[config.mk]
export PLATFORM = sky130hd
export DESIGN_NAME = scg_top
export DESIGN_NICKNAME = d
export VERILOG_FILES = /design/src/hdl/scg_pkg.sv /design/src/hdl/scg_divider.sv /design/src/hdl/scg_top.sv
export SDC_FILE = /design/constraint.sdc
export NUM_CORES = 1
export LEC_CHECK = 0
export BUFFER_PORTS_ARGS = -buffer_cell sky130_fd_sc_hd__buf_2
export CORE_MARGIN = 4
export CORE_UTILIZATION = 58
export CTS_BUF_LIST = sky130_fd_sc_hd__clkbuf_2 sky130_fd_sc_hd__clkbuf_4 sky130_fd_sc_hd__clkbuf_8
export CTS_CLUSTER_DIAMETER = 100
export DETAILED_ROUTE_END_ITERATION = 6
export PLACE_DENSITY = 0.82
export SLEW_MARGIN = 20
export SYNTH_ARGS = -nofsm -noshare
export SYNTH_HDL_FRONTEND = slang
export SYNTH_SLANG_ARGS = --single-unit
[constraint.sdc]
create_clock -name clk -period 3 [get_ports clk]
set_input_delay 0.15 -clock clk [delete_from_list [all_inputs] [get_ports clk]]
set_output_delay 0.15 -clock clk [all_outputs]
set_load 0.1 [all_outputs]
[src/hdl/scg_pkg.sv]
// Constants, field layouts and carrier types for the system clock generator.
// Assumes a single 20 MHz fabric clock that samples every oscillator tick.
package scg_pkg;

  // ==========================================================================
  // Fabric clock and timing
  // ==========================================================================
  localparam int unsigned CLK_PERIOD_NS    = 50;
  localparam int unsigned WAKE_EXTRA_NS    = 60000;
  localparam int unsigned WAKE_EXTRA_CYC   = (WAKE_EXTRA_NS + CLK_PERIOD_NS - 1) / CLK_PERIOD_NS;
  localparam logic [10:0] WAKE_XTAL_OSC    = 11'h3E0;
  localparam logic [10:0] WAKE_OTHER_OSC   = 11'h0E0;
  localparam logic [10:0] WAKE_EXTRA_CNT   = 11'(WAKE_EXTRA_CYC);

  // ==========================================================================
  // Nominal oscillator figures, kept for reference by software models
  // ==========================================================================
  localparam int unsigned RC_NOMINAL_HZ    = 7373000;
  localparam int unsigned WDT_NOMINAL_HZ   = 400000;
  localparam int unsigned XTAL_LOW_MAX_HZ  = 100000;
  localparam int unsigned XTAL_MED_MAX_HZ  = 4000000;
  localparam int unsigned XTAL_HIGH_MAX_HZ = 18000000;
  localparam int unsigned EXT_MAX_HZ       = 18000000;
  localparam int unsigned EXT_RESET_HZ     = 12000000;

  // ==========================================================================
  // Register map
  // ==========================================================================
  localparam logic [7:0] ADDR_DIVIDER = 8'h95;
  localparam logic [7:0] ADDR_TUNE    = 8'h96;
  localparam logic [7:0] ADDR_STATUS  = 8'h97;

  localparam int unsigned TUNE_RC_SEL_BIT = 7;
  localparam int unsigned TUNE_CLKOUT_BIT = 6;
  localparam int unsigned TUNE_TRIM_MSB   = 5;
  localparam logic [7:0]  DIVIDER_RESET   = 8'h00;

  // ==========================================================================
  // Oscillator source codes held in the nonvolatile configuration
  // ==========================================================================
  typedef enum logic [2:0] {
    SRC_XTAL_LOW  = 3'h0,
    SRC_XTAL_MED  = 3'h1,
    SRC_XTAL_HIGH = 3'h2,
    SRC_RC        = 3'h3,
    SRC_WDT       = 3'h4,
    SRC_EXT       = 3'h7
  } scg_source_type;

  typedef enum logic [1:0] {
    W_OFF  = 2'b00,
    W_OSC  = 2'b01,
    W_TIME = 2'b10,
    W_RUN  = 2'b11
  } scg_wake_type;

  typedef struct packed {
    logic       rc_clock_select;
    logic       clock_out_enable;
    logic [5:0] trim;
  } scg_tune_type;

  typedef struct packed {
    logic [7:0] addr;
    logic [7:0] wdata;
    logic       wr;
    logic       rd;
  } scg_bus_req_type;

  typedef struct packed {
    logic wdt;
    logic rc;
    logic xtal;
    logic ext;
  } scg_osc_ticks_type;

  function automatic logic scg_is_crystal(input logic [2:0] code);
    return (code == SRC_XTAL_LOW) || (code == SRC_XTAL_MED) || (code == SRC_XTAL_HIGH);
  endfunction

endpackage

[src/hdl/scg_divider.sv]
// Programmable divider from oscillator ticks to CPU clock ticks.
// Assumes osc_tick is a one-cycle pulse and run gates every output tick.
`timescale 1ns/10ps
`default_nettype none
module scg_divider (
  input  wire logic       clk,
  input  wire logic       rst_n,
  input  wire logic       osc_tick,
  input  wire logic       run,
  input  wire logic [7:0] factor,
  output var  logic       cpu_tick
);
  import scg_pkg::*;

  typedef struct packed {
    logic [8:0] cnt;
    logic       tick;
  } scg_div_state_type;

  scg_div_state_type s_reg;
  scg_div_state_type s_next;

  // ==========================================================================
  // Divide by twice the factor; a factor of zero passes ticks through.
  // ==========================================================================
  // The factor is compared on every oscillator tick, so software may change it on the fly
  // and the new ratio takes hold within the current period, which it cuts short or stretches.
  always_comb begin
    s_next      = s_reg;
    s_next.tick = 1'b0;
    if (!run) begin
      s_next.cnt = 9'h000;
    end else if (osc_tick) begin
      if (factor == 8'h00 || s_next.cnt >= {factor, 1'b0} - 9'h001) begin
        s_next.cnt  = 9'h000;
        s_next.tick = 1'b1;
      end else begin
        s_next.cnt = s_reg.cnt + 9'h001;
      end
    end
  end

  always_ff @(posedge clk or negedge rst_n) begin
    if (!rst_n) begin
      s_reg <= '0;
    end else begin
      s_reg <= s_next;
    end
  end

  assign cpu_tick = s_reg.tick;

endmodule
`default_nettype wire

[src/hdl/scg_top.sv]
// System clock generator: source select, wake-up timer, CPU and peripheral
// clock ticks, RC tuning register and clock output pin.
// Assumes all oscillators arrive as one-cycle ticks synchronous to clk, and
// rst_n is the power-on reset while sys_rst_n carries every other reset.
//
// Functional notes
// - A machine cycle is exactly two CPU clock ticks.
// - Oscillator clock comes from watchdog, RC, crystal or external source.
// - Source choice comes from nonvolatile configuration, latched at power-on only.
// - Peripheral clock runs at half the CPU clock.
// - RC oscillator is nominally 7.373 MHz and is one selectable source.
// - Crystal has low, medium and high bands.
// - Clock output allowed only when crystal feeds neither CPU nor RTC.
// - Clock output pin driven only while the output enable bit is set.
// - Clock output runs at half the CPU clock.
// - A six-bit tuning value adjusts the RC oscillator.
// - Tuning register takes factory value on power-on reset only.
// - Software may overwrite the tuning value at run time.
// - Tuning register: RC select bit 7, output enable bit 6, trim 5..0.
// - Crystal sources hold CPU clock 992 oscillator cycles plus 60 us.
// - Other sources hold CPU clock 224 oscillator cycles plus 60 us.
// - Watchdog oscillator is nominally 400 kHz and selectable.
// - External clock mode frees the crystal output pin for clock output.
// - CPU clock divides oscillator clock by up to 510, changeable anytime.
//
// Local design decision: the plain strobed port.
`timescale 1ns/10ps
`default_nettype none
module scg_top (
  input  wire logic                       clk,
  input  wire logic                       rst_n,
  input  wire logic                       sys_rst_n,
  input  wire logic [2:0]                 config_source,
  input  wire logic [7:0]                 factory_tune,
  input  wire scg_pkg::scg_osc_ticks_type osc_ticks,
  input  wire logic                       rtc_uses_crystal,
  input  wire logic                       power_down,
  input  wire scg_pkg::scg_bus_req_type   bus_req,
  output var  logic [7:0]                 bus_rdata,
  output var  logic                       cpu_clock_tick,
  output var  logic                       machine_cycle_tick,
  output var  logic                       periph_clock_tick,
  output var  logic                       cpu_clock_running,
  output var  logic [7:0]                 rc_tune_value,
  output var  logic                       crystal_out_clock_pin_o,
  output var  logic                       crystal_out_clock_pin_oe
);
  import scg_pkg::*;

  typedef struct packed {
    scg_tune_type tune;
    logic [7:0]   divider;
    logic [2:0]   src;
    logic         por_load;
    scg_wake_type wake;
    logic [10:0]  wake_cnt;
    logic [7:0]   rdata;
    logic         phase;
    logic         mc_tick;
    logic         pclk_tick;
    logic         clk_out;
    logic         clk_out_oe;
    logic         running;
  } scg_state_type;

  scg_state_type s_reg;
  scg_state_type s_next;
  logic          osc_tick;
  logic          cpu_tick;
  logic          out_allowed;
  logic [10:0]   wake_target;

  // ==========================================================================
  // Source selection
  // ==========================================================================
  // Unknown configuration codes fall back to the RC oscillator so that a
  // badly programmed part still starts.
  always_comb begin
    unique case (s_reg.src)
      SRC_XTAL_LOW, SRC_XTAL_MED, SRC_XTAL_HIGH: osc_tick = osc_ticks.xtal;
      SRC_RC:  osc_tick = osc_ticks.rc;
      SRC_WDT: osc_tick = osc_ticks.wdt;
      SRC_EXT: osc_tick = osc_ticks.ext;
      default: osc_tick = osc_ticks.rc;
    endcase
  end

  assign wake_target = scg_is_crystal(s_reg.src) ? WAKE_XTAL_OSC : WAKE_OTHER_OSC;
  assign out_allowed = !scg_is_crystal(s_reg.src) && !rtc_uses_crystal;

  scg_divider u_divider (
    .clk      (clk),
    .rst_n    (rst_n),
    .osc_tick (osc_tick),
    .run      (s_reg.wake == W_RUN),
    .factor   (s_reg.divider),
    .cpu_tick (cpu_tick)
  );

  // ==========================================================================
  // Next-state logic
  // ==========================================================================
  always_comb begin
    s_next           = s_reg;
    s_next.por_load  = 1'b0;
    s_next.rdata     = 8'h00;
    s_next.mc_tick   = 1'b0;
    s_next.pclk_tick = 1'b0;

    // Configuration and factory tune are caught just after power-on release.
    if (s_reg.por_load) begin
      s_next.src  = config_source;
      s_next.tune = factory_tune;
    end

    // Wake-up timer: oscillator cycles first, then the fixed settle time.
    unique case (s_reg.wake)
      W_OFF: begin
        if (!s_reg.por_load && !power_down) begin
          s_next.wake     = W_OSC;
          s_next.wake_cnt = 11'h000;
        end
      end
      W_OSC: begin
        if (osc_tick) begin
          if (s_reg.wake_cnt == wake_target - 11'h001) begin
            s_next.wake     = W_TIME;
            s_next.wake_cnt = 11'h000;
          end else begin
            s_next.wake_cnt = s_reg.wake_cnt + 11'h001;
          end
        end
      end
      W_TIME: begin
        if (s_reg.wake_cnt == WAKE_EXTRA_CNT - 11'h001) begin
          s_next.wake = W_RUN;
        end else begin
          s_next.wake_cnt = s_reg.wake_cnt + 11'h001;
        end
      end
      W_RUN: begin
        s_next.wake_cnt = 11'h000;
      end
    endcase
    if (power_down) begin
      s_next.wake = W_OFF;
    end
    s_next.running = (s_next.wake == W_RUN);

    // Machine cycle and peripheral clock both fall on every second CPU tick.
    if (cpu_tick) begin
      s_next.phase     = !s_reg.phase;
      s_next.mc_tick   = s_reg.phase;
      s_next.pclk_tick = s_reg.phase;
    end

    // The pin toggles on each CPU tick, giving half the CPU frequency.
    s_next.clk_out_oe = s_reg.tune.clock_out_enable && out_allowed;
    if (!s_next.clk_out_oe) begin
      s_next.clk_out = 1'b0;
    end else if (cpu_tick) begin
      s_next.clk_out = !s_reg.clk_out;
    end

    // Register writes; a non-power-on reset never touches the tune value.
    if (!sys_rst_n) begin
      s_next.divider = DIVIDER_RESET;
    end else if (bus_req.wr) begin
      if (bus_req.addr == ADDR_TUNE) begin
        s_next.tune = bus_req.wdata;
      end
      if (bus_req.addr == ADDR_DIVIDER) begin
        s_next.divider = bus_req.wdata;
      end
    end

    if (bus_req.rd) begin
      unique case (bus_req.addr)
        ADDR_TUNE:    s_next.rdata = s_reg.tune;
        ADDR_DIVIDER: s_next.rdata = s_reg.divider;
        ADDR_STATUS:  s_next.rdata = {3'h0, out_allowed, s_reg.wake, s_reg.src[2:1]};
        default:      s_next.rdata = 8'h00;
      endcase
    end
  end

  always_ff @(posedge clk or negedge rst_n) begin
    if (!rst_n) begin
      s_reg          <= '0;
      s_reg.por_load <= 1'b1;
      s_reg.src      <= SRC_RC;
    end else begin
      s_reg <= s_next;
    end
  end

  // ==========================================================================
  // Outputs
  // ==========================================================================
  assign bus_rdata                = s_reg.rdata;
  assign cpu_clock_tick           = cpu_tick;
  assign machine_cycle_tick       = s_reg.mc_tick;
  assign periph_clock_tick        = s_reg.pclk_tick;
  assign cpu_clock_running        = s_reg.running;
  assign rc_tune_value            = s_reg.tune;
  assign crystal_out_clock_pin_o  = s_reg.clk_out;
  assign crystal_out_clock_pin_oe = s_reg.clk_out_oe;

  // ==========================================================================
  // Assertion helpers
  // ==========================================================================
  // The settle phase is timed by a counter of its own, so a wake_cnt that
  // stalls or skips cannot hide behind the count it is checked against.
  // Only the assertions read it, which is why it stays out of the state struct.
  logic [10:0] settle_cycles;

  always_ff @(posedge clk or negedge rst_n) begin
    if (!rst_n) begin
      settle_cycles <= 11'h000;
    end else if (s_reg.wake == W_TIME) begin
      settle_cycles <= settle_cycles + 11'h001;
    end else begin
      settle_cycles <= 11'h000;
    end
  end
endmodule
`default_nettype wire

* Yosys cells after proc, flatten, opt, wreduce, memory -nomap -nowiden
Index checks and enable logic that the tools add are counted.
** Word-level totals
- Output and inout bits :: 22
- Flip-flop bits (word level) :: 57
** Operators by class
- Equal/unequal tests :: 20
- $add $sub $neg :: 4
- Reduce and logical (&&, ||, !) cells :: 18
- Muxes and demuxes :: 27
- Magnitude comparators :: 1
** Operators by type and width (count)
- $mux W8 :: 6
- $pmux W11 S4 :: 1
- $mux W13 :: 2
- $eq A8 B8 Y1 const B :: 3
- $pmux W8 S3 :: 1
- $mux W11 :: 2
- $mux W10 :: 2
- $mux W9 :: 2
- $mux W16 :: 1
- $add A11 B1 Y11 const B :: 1
- $eq A11 B11 Y1 :: 1
- $eq A11 B11 Y1 const B :: 1
- $sub A10 B1 Y11 const B :: 1
- $add A9 B1 Y9 const B :: 1
- $ge A9 B9 Y1 :: 1
- $sub A9 B1 Y9 const B :: 1
- $logic_not A8 Y1 :: 1
- $mux W2 :: 4
- $ne A2 B2 Y1 const B :: 4
- $eq A2 B2 Y1 const B :: 3
- $eq A3 B3 Y1 const B :: 2
- $logic_not A1 Y1 :: 6
- $ne A2 B1 Y1 const B :: 3
- $pmux W2 S3 :: 1
- 12 further kinds :: 19

* Depth between registers and ports, before layout
- Word-level depth :: 11
- Gate-level depth with buffers :: 12
- Mapped depth without buffers :: 11

* Cells and area by module
Synthesis repeated with hierarchy kept, for this count alone.
** Unflattened totals
- Cells, all modules :: 345
- Area total of the unflattened synthesis :: 3353.2 um^2
** By module, submodules not included
- scg_top :: sequential area each 1154.9 um^2, times used 1, area an instance 2442.3 um^2, cells each 236
- scg_divider :: sequential area each 250.2 um^2, times used 1, area an instance 910.9 um^2, cells each 109

* Worst setup path after synthesis
OpenSTA, ideal clock, no wires.
- Path type :: reg-to-reg
- Start point :: reg s_reg[33] (netlist bit)
- End point :: reg u_divider.s_reg[2] (netlist bit)
- Data required time :: 2.921 ns
- Arrival time :: 2.593 ns
- Path buffers :: 0
- Cell stages (with the launch flop) :: 9
- Path slack :: 0.328 ns
- Period minus slack after synthesis :: 2.672 ns
- Path through :: dfrtp_1 or4_1 nor2_1 nand2_1 xor2_1 ha_1 a221oi_1 nand4_1 a21oi_1
** On the way
- Longest elaborated chain between the ends :: 6
- Elaborated cells between the ends (all ways) :: 7
- Those cells by class :: add/sub: 1; order compare: 1; mux: 3; reduce/logical: 2
** RTL lines
- start: declaration :: line scg_top.sv:66 : scg_state_type s_reg;
- start signal: assignment :: line scg_top.sv:193 : s_reg <= s_next;
- $sub A9 B1 Y9 :: line scg_divider.sv:34 : if (factor == 8'h00 || s_next.cnt >= {factor, 1'b0} - 9'h001) begin
- $ge A9 B9 Y1 :: line scg_divider.sv:34
- $logic_or A1 B1 Y1 * :: line scg_divider.sv:34
- $mux W9 * :: line scg_divider.sv:34
- $mux W10 * :: line scg_divider.sv:33 : end else if (osc_tick) begin
- $mux W9 * :: line scg_divider.sv:31 : if (!run) begin
- end signal: assignment :: line scg_divider.sv:47 : s_reg <= s_next;
- end: declaration :: line scg_divider.sv:20 : scg_div_state_type s_reg;
Mark *: on every way between the ends. The rest lies on a longest branch, timed or not. The select of a mux whose other input is x is not followed.
A chain may end at the register's enable or synchronous reset.

* Final worst setup path
Same ends and word-level chain as after synthesis.

==> impl_metrics.yaml <==
clock_tree:
  numClockSinks: 56
  clk_pin_slew_ns: 0.11
  cts_resized: 0
  ctsRootBufferMaster: "clkbuf_8"
  cts_tree: "built"
  post_cts_buffers: 0
  h-tree-depth: 2
  cts.path.max_buffers: 2
  insertion_delay_ns: 0.31
  cts_buffers: 5
worst_setup_path:
  slowest_delay_ns: 0.56
  startpoint_type: "register"
  cp.required_ns: 3.23
  critPathCaptureType: "register"
  cpMaxStageDelayCell: "or4_1"
  path_class: "reg2reg"
  cp_max_fo: 10
  cp.arrival_ns: 2.78
  crit_chain: "or4_1 -> nor2_1 -> nand2_1 -> xor2_1 -> ha_1 -> a221oi_1 -> buf_4 -> nand4_1 -> a21oi_1"
yosys:
  synth_mux_area_share_pct: 8.140
  synthSimpleGateAreaFrac_pct: 19.28
  synth_edf_count: 0
  synthAdderAreaFrac_pct: 4.501
  ys.flop_type: "dfrtp_1"
  async_reset_ff_share_pct: 100.0
  yosysWarningCount: 0
  ys_seq_area_share_pct: 42.12
  syn_avg_cell_area_sq_um: 9.782
  synth-seq-cells: 56
  netlist_area_sq_um: 3336
  synth_compound_area_share_pct: 16.88
  syn_inst: 341
  synthXorXnorAreaFrac_pct: 2.626
  synth_cell_types: 58
  synth_top_family_by_area: "simple AND/OR/NAND/NOR gates"
  syn_nets: 391
power_and_ir_drop:
  comb_power_share_pct: 20.0
  p_seq_share_pct: 53.0
  internal-power_uw: 1076
  power.leakage_uw: 0.001804
  p_sw_uw: 529.3
  clkPwrFrac_pct: 27.0
  power_density_nw_per_um2: 439.1
  switching_share_pct: 32.96
  peakVddDrop_mv: 0.3173
route:
  drc_errors: 0
  viasPerCell: 5.925
  routed_wl_mm: 7.662
  vias: 2702
  drt-initial-drc-count: 214
  post_drt_wl_per_cell_um: 16.80
  drtAntennaViolNets: 0
  drt_pre_antenna_iters: 4
cells_and_area:
  largest_register_ffs: 26
  drive_gt1_share_pct: 24.48
  seqCellArea_sq_um: 1405
  fillerInstances: 464
  syn_to_final_growth_pct: 9.640
  multi_input_area_sq_um: 1719
  antennaDiodeCount: 0
  fin_nets: 433
place:
  hpwlAfterDp_mm: 5.841
  routabilityCongestion: 0.8751
  io_buffers: 59
global_route:
  antenna_found_initial: 0
  grt_start_max_net_pins: 37
  grt_pass1_vias: 2590
  grt_use_total_pct: 22.47
  overflow: 0
  grt_pass1_wl_mm: 12.78
sta:
  rsz0062_at_grt: "no"
  relSlewSlack_pct: 46.88
  finalClockSkew_ns: 0.008273
  worst_hold_slack_ns: 0.02950
  slew_violations: 0
  worstMarginPinSlew_ns: 0.7967
  finalSetupViolCount: 0
  timing.fmax_mhz: 392.8
  finalCritPeriodShare_pct: 84.85
  hold_violations: 0
  setup_tns_ns: 0
  fin_crit_ns: 2.546
floorplan:
  die_w_um: 83.84
  start_util_pct: 60.21
  die_height_um: 83.84
  io_pins: 60
  rows: 27
  core_sq_um: 5540
  fp.dieArea_sq_um: 7028
hold_path:
  hold_class: "in2reg"
status:
  status: "completed"
job:
  max_cap_viol_count: 0
[cell families (layout without fill, tap and decap cells)]
group / count (synthesis) / in the layout
and+or+nand+nor: 124 / 124
AOI/OAI and AO/OA: 79 / 79
DFF: 56 / 56
buffers and inverters: 33 / 76
muxes: 26 / 26
adders and majority gates: 12 / 12
xor gates and xnor gates: 10 / 10
other: 1 / 1
[cell type report]
type                       count  area share, %
tap                           72          2.463
sequential                    56          38.42
clock buffer                   5          1.882
timing repair buffer          63          8.963
inverter                       5         0.5132
multi-input combinational    252          47.01
clock inverter                 3         0.7527
[repair_timing]
action / CTS / global route
hold buffers: 1 / 0
setup endpoints to repair: 0 / 0
endpoints found under the hold margin: 34 / 0
[routing by layer]
metal  GRT usage, %  vias to the layer above  share of wire [%]
met5              0                        -                  0
met4          4.532                        0                1.4
met3          4.047                       10                6.3
met2          36.88                       97                 48
met1          31.35                     1298                 44
li1               -                     1297                  -
[worst max-delay path: cells and delay by family, from the launching register on]
kind / cells / cell delay (ns)
XOR/XNOR: 1 / 0.14
flip-flops: 1 / 0.45
AND/OR/NAND/NOR: 4 / 0.88
buffers and inverters: 1 / 0.23
adder cells (fa/ha/maj): 1 / 0.29
AO/OA/AOI/OAI: 2 / 0.47
[through the flow]
| step | worst slack (ns) | total power (uW) | instance area, sq um | cells | utilization (%) |
|---|---|---|---|---|---|
| finish | 0.4545 | 1606 | 3657 | 456 | 66.01 |
| global route | 0.3138 | 1691 | 3657 | 456 | 66.01 |
| CTS | 0.4769 | 1610 | 3657 | 456 | 66.01 |
| detailed placement | 0.4994 | 1183 | 3551 | 447 | 64.09 |
| global placement | 0.5956 | 1171 | 3551 | 447 | 64.09 |
| floorplan | 0.3280 | 1097 | 3336 | 341 | - |
[synthesized netlist by cell type (2+ instances only)]
| library cell | n | area share, % |
|---|---|---|
| nand2_1 | 20 | 2.3 |
| nand3_1 | 12 | 1.8 |
| a21oi_1 | 17 | 2.6 |
| nor2b_1 | 12 | 2.3 |
| a22o_1 | 4 | 1.1 |
| dfstp_2 | 3 | 2.4 |
| o21ai_0 | 14 | 2.1 |
| a32oi_1 | 7 | 1.8 |
| o21a_1 | 3 | 0.68 |
| clkbuf_1 | 3 | 0.34 |
| mux2i_1 | 17 | 5.1 |
| nor3_1 | 3 | 0.45 |
| dfrtp_1 | 53 | 40 |
| a22oi_1 | 8 | 1.8 |
| nor2_1 | 37 | 4.2 |
| and3_1 | 6 | 1.1 |
| a31oi_1 | 6 | 1.1 |
| ha_1 | 12 | 4.5 |
| xor2_1 | 7 | 1.8 |
| inv_1 | 5 | 0.56 |
| buf_1 | 2 | 0.23 |
| nand4_1 | 4 | 0.75 |
| a21o_1 | 5 | 1.1 |
| o31ai_2 | 2 | 0.75 |
| buf_4 | 19 | 4.3 |
| and2_1 | 3 | 0.56 |
| mux2_2 | 9 | 3.0 |
| nand3b_1 | 4 | 0.90 |
| or2_2 | 4 | 0.75 |
| xnor2_1 | 3 | 0.79 |
| nand2b_1 | 6 | 1.1 |
| or3_1 | 5 | 0.94 |
[final timing paths]
path                                        from                             end  slack (ns)  cells past startpoint
min in group asynchronous                  rst_n     cpu_clock_running$_DFF_PN0_        0.44                      2
hold reg to reg             s_reg[5]$_DFFE_PN0P_            s_reg[5]$_DFFE_PN0P_        0.49                      1
hold / removal                        power_down             s_reg[25]$_DFF_PN0_        0.03                      2
setup reg to reg           s_reg[33]$_DFFE_PN0P_  u_divider.s_reg[2]$_DFFE_PN0P_        0.45                      9
max in group asynchronous                  rst_n             s_reg[27]$_DFF_PN1_        1.71                      3
setup / recovery           s_reg[33]$_DFFE_PN0P_  u_divider.s_reg[2]$_DFFE_PN0P_        0.45                      9
[cells in the final DEF (no fill, tap or decap), types with 7 or more instances in the layout]
cell and n:
nor2_1 37, nand2_1 20, xor2_1 7, mux2_2 9
mux2i_1 17, a32oi_1 7, o21ai_0 14, nor2b_1 12
a22oi_1 8, nand3_1 12, dfrtp_1 53, ha_1 12
a21oi_1 17, buf_2 59
[power groups by stage]
stage               combinational, uW  clock (uW)  sequential, uW
floorplan                         249           0             849
global placement                  309           0             861
detailed placement                318           0             865
CTS                               320         440             850
global route                      352         479             860
finish                            321         433             852
Power figures use the tool's default switching activity.
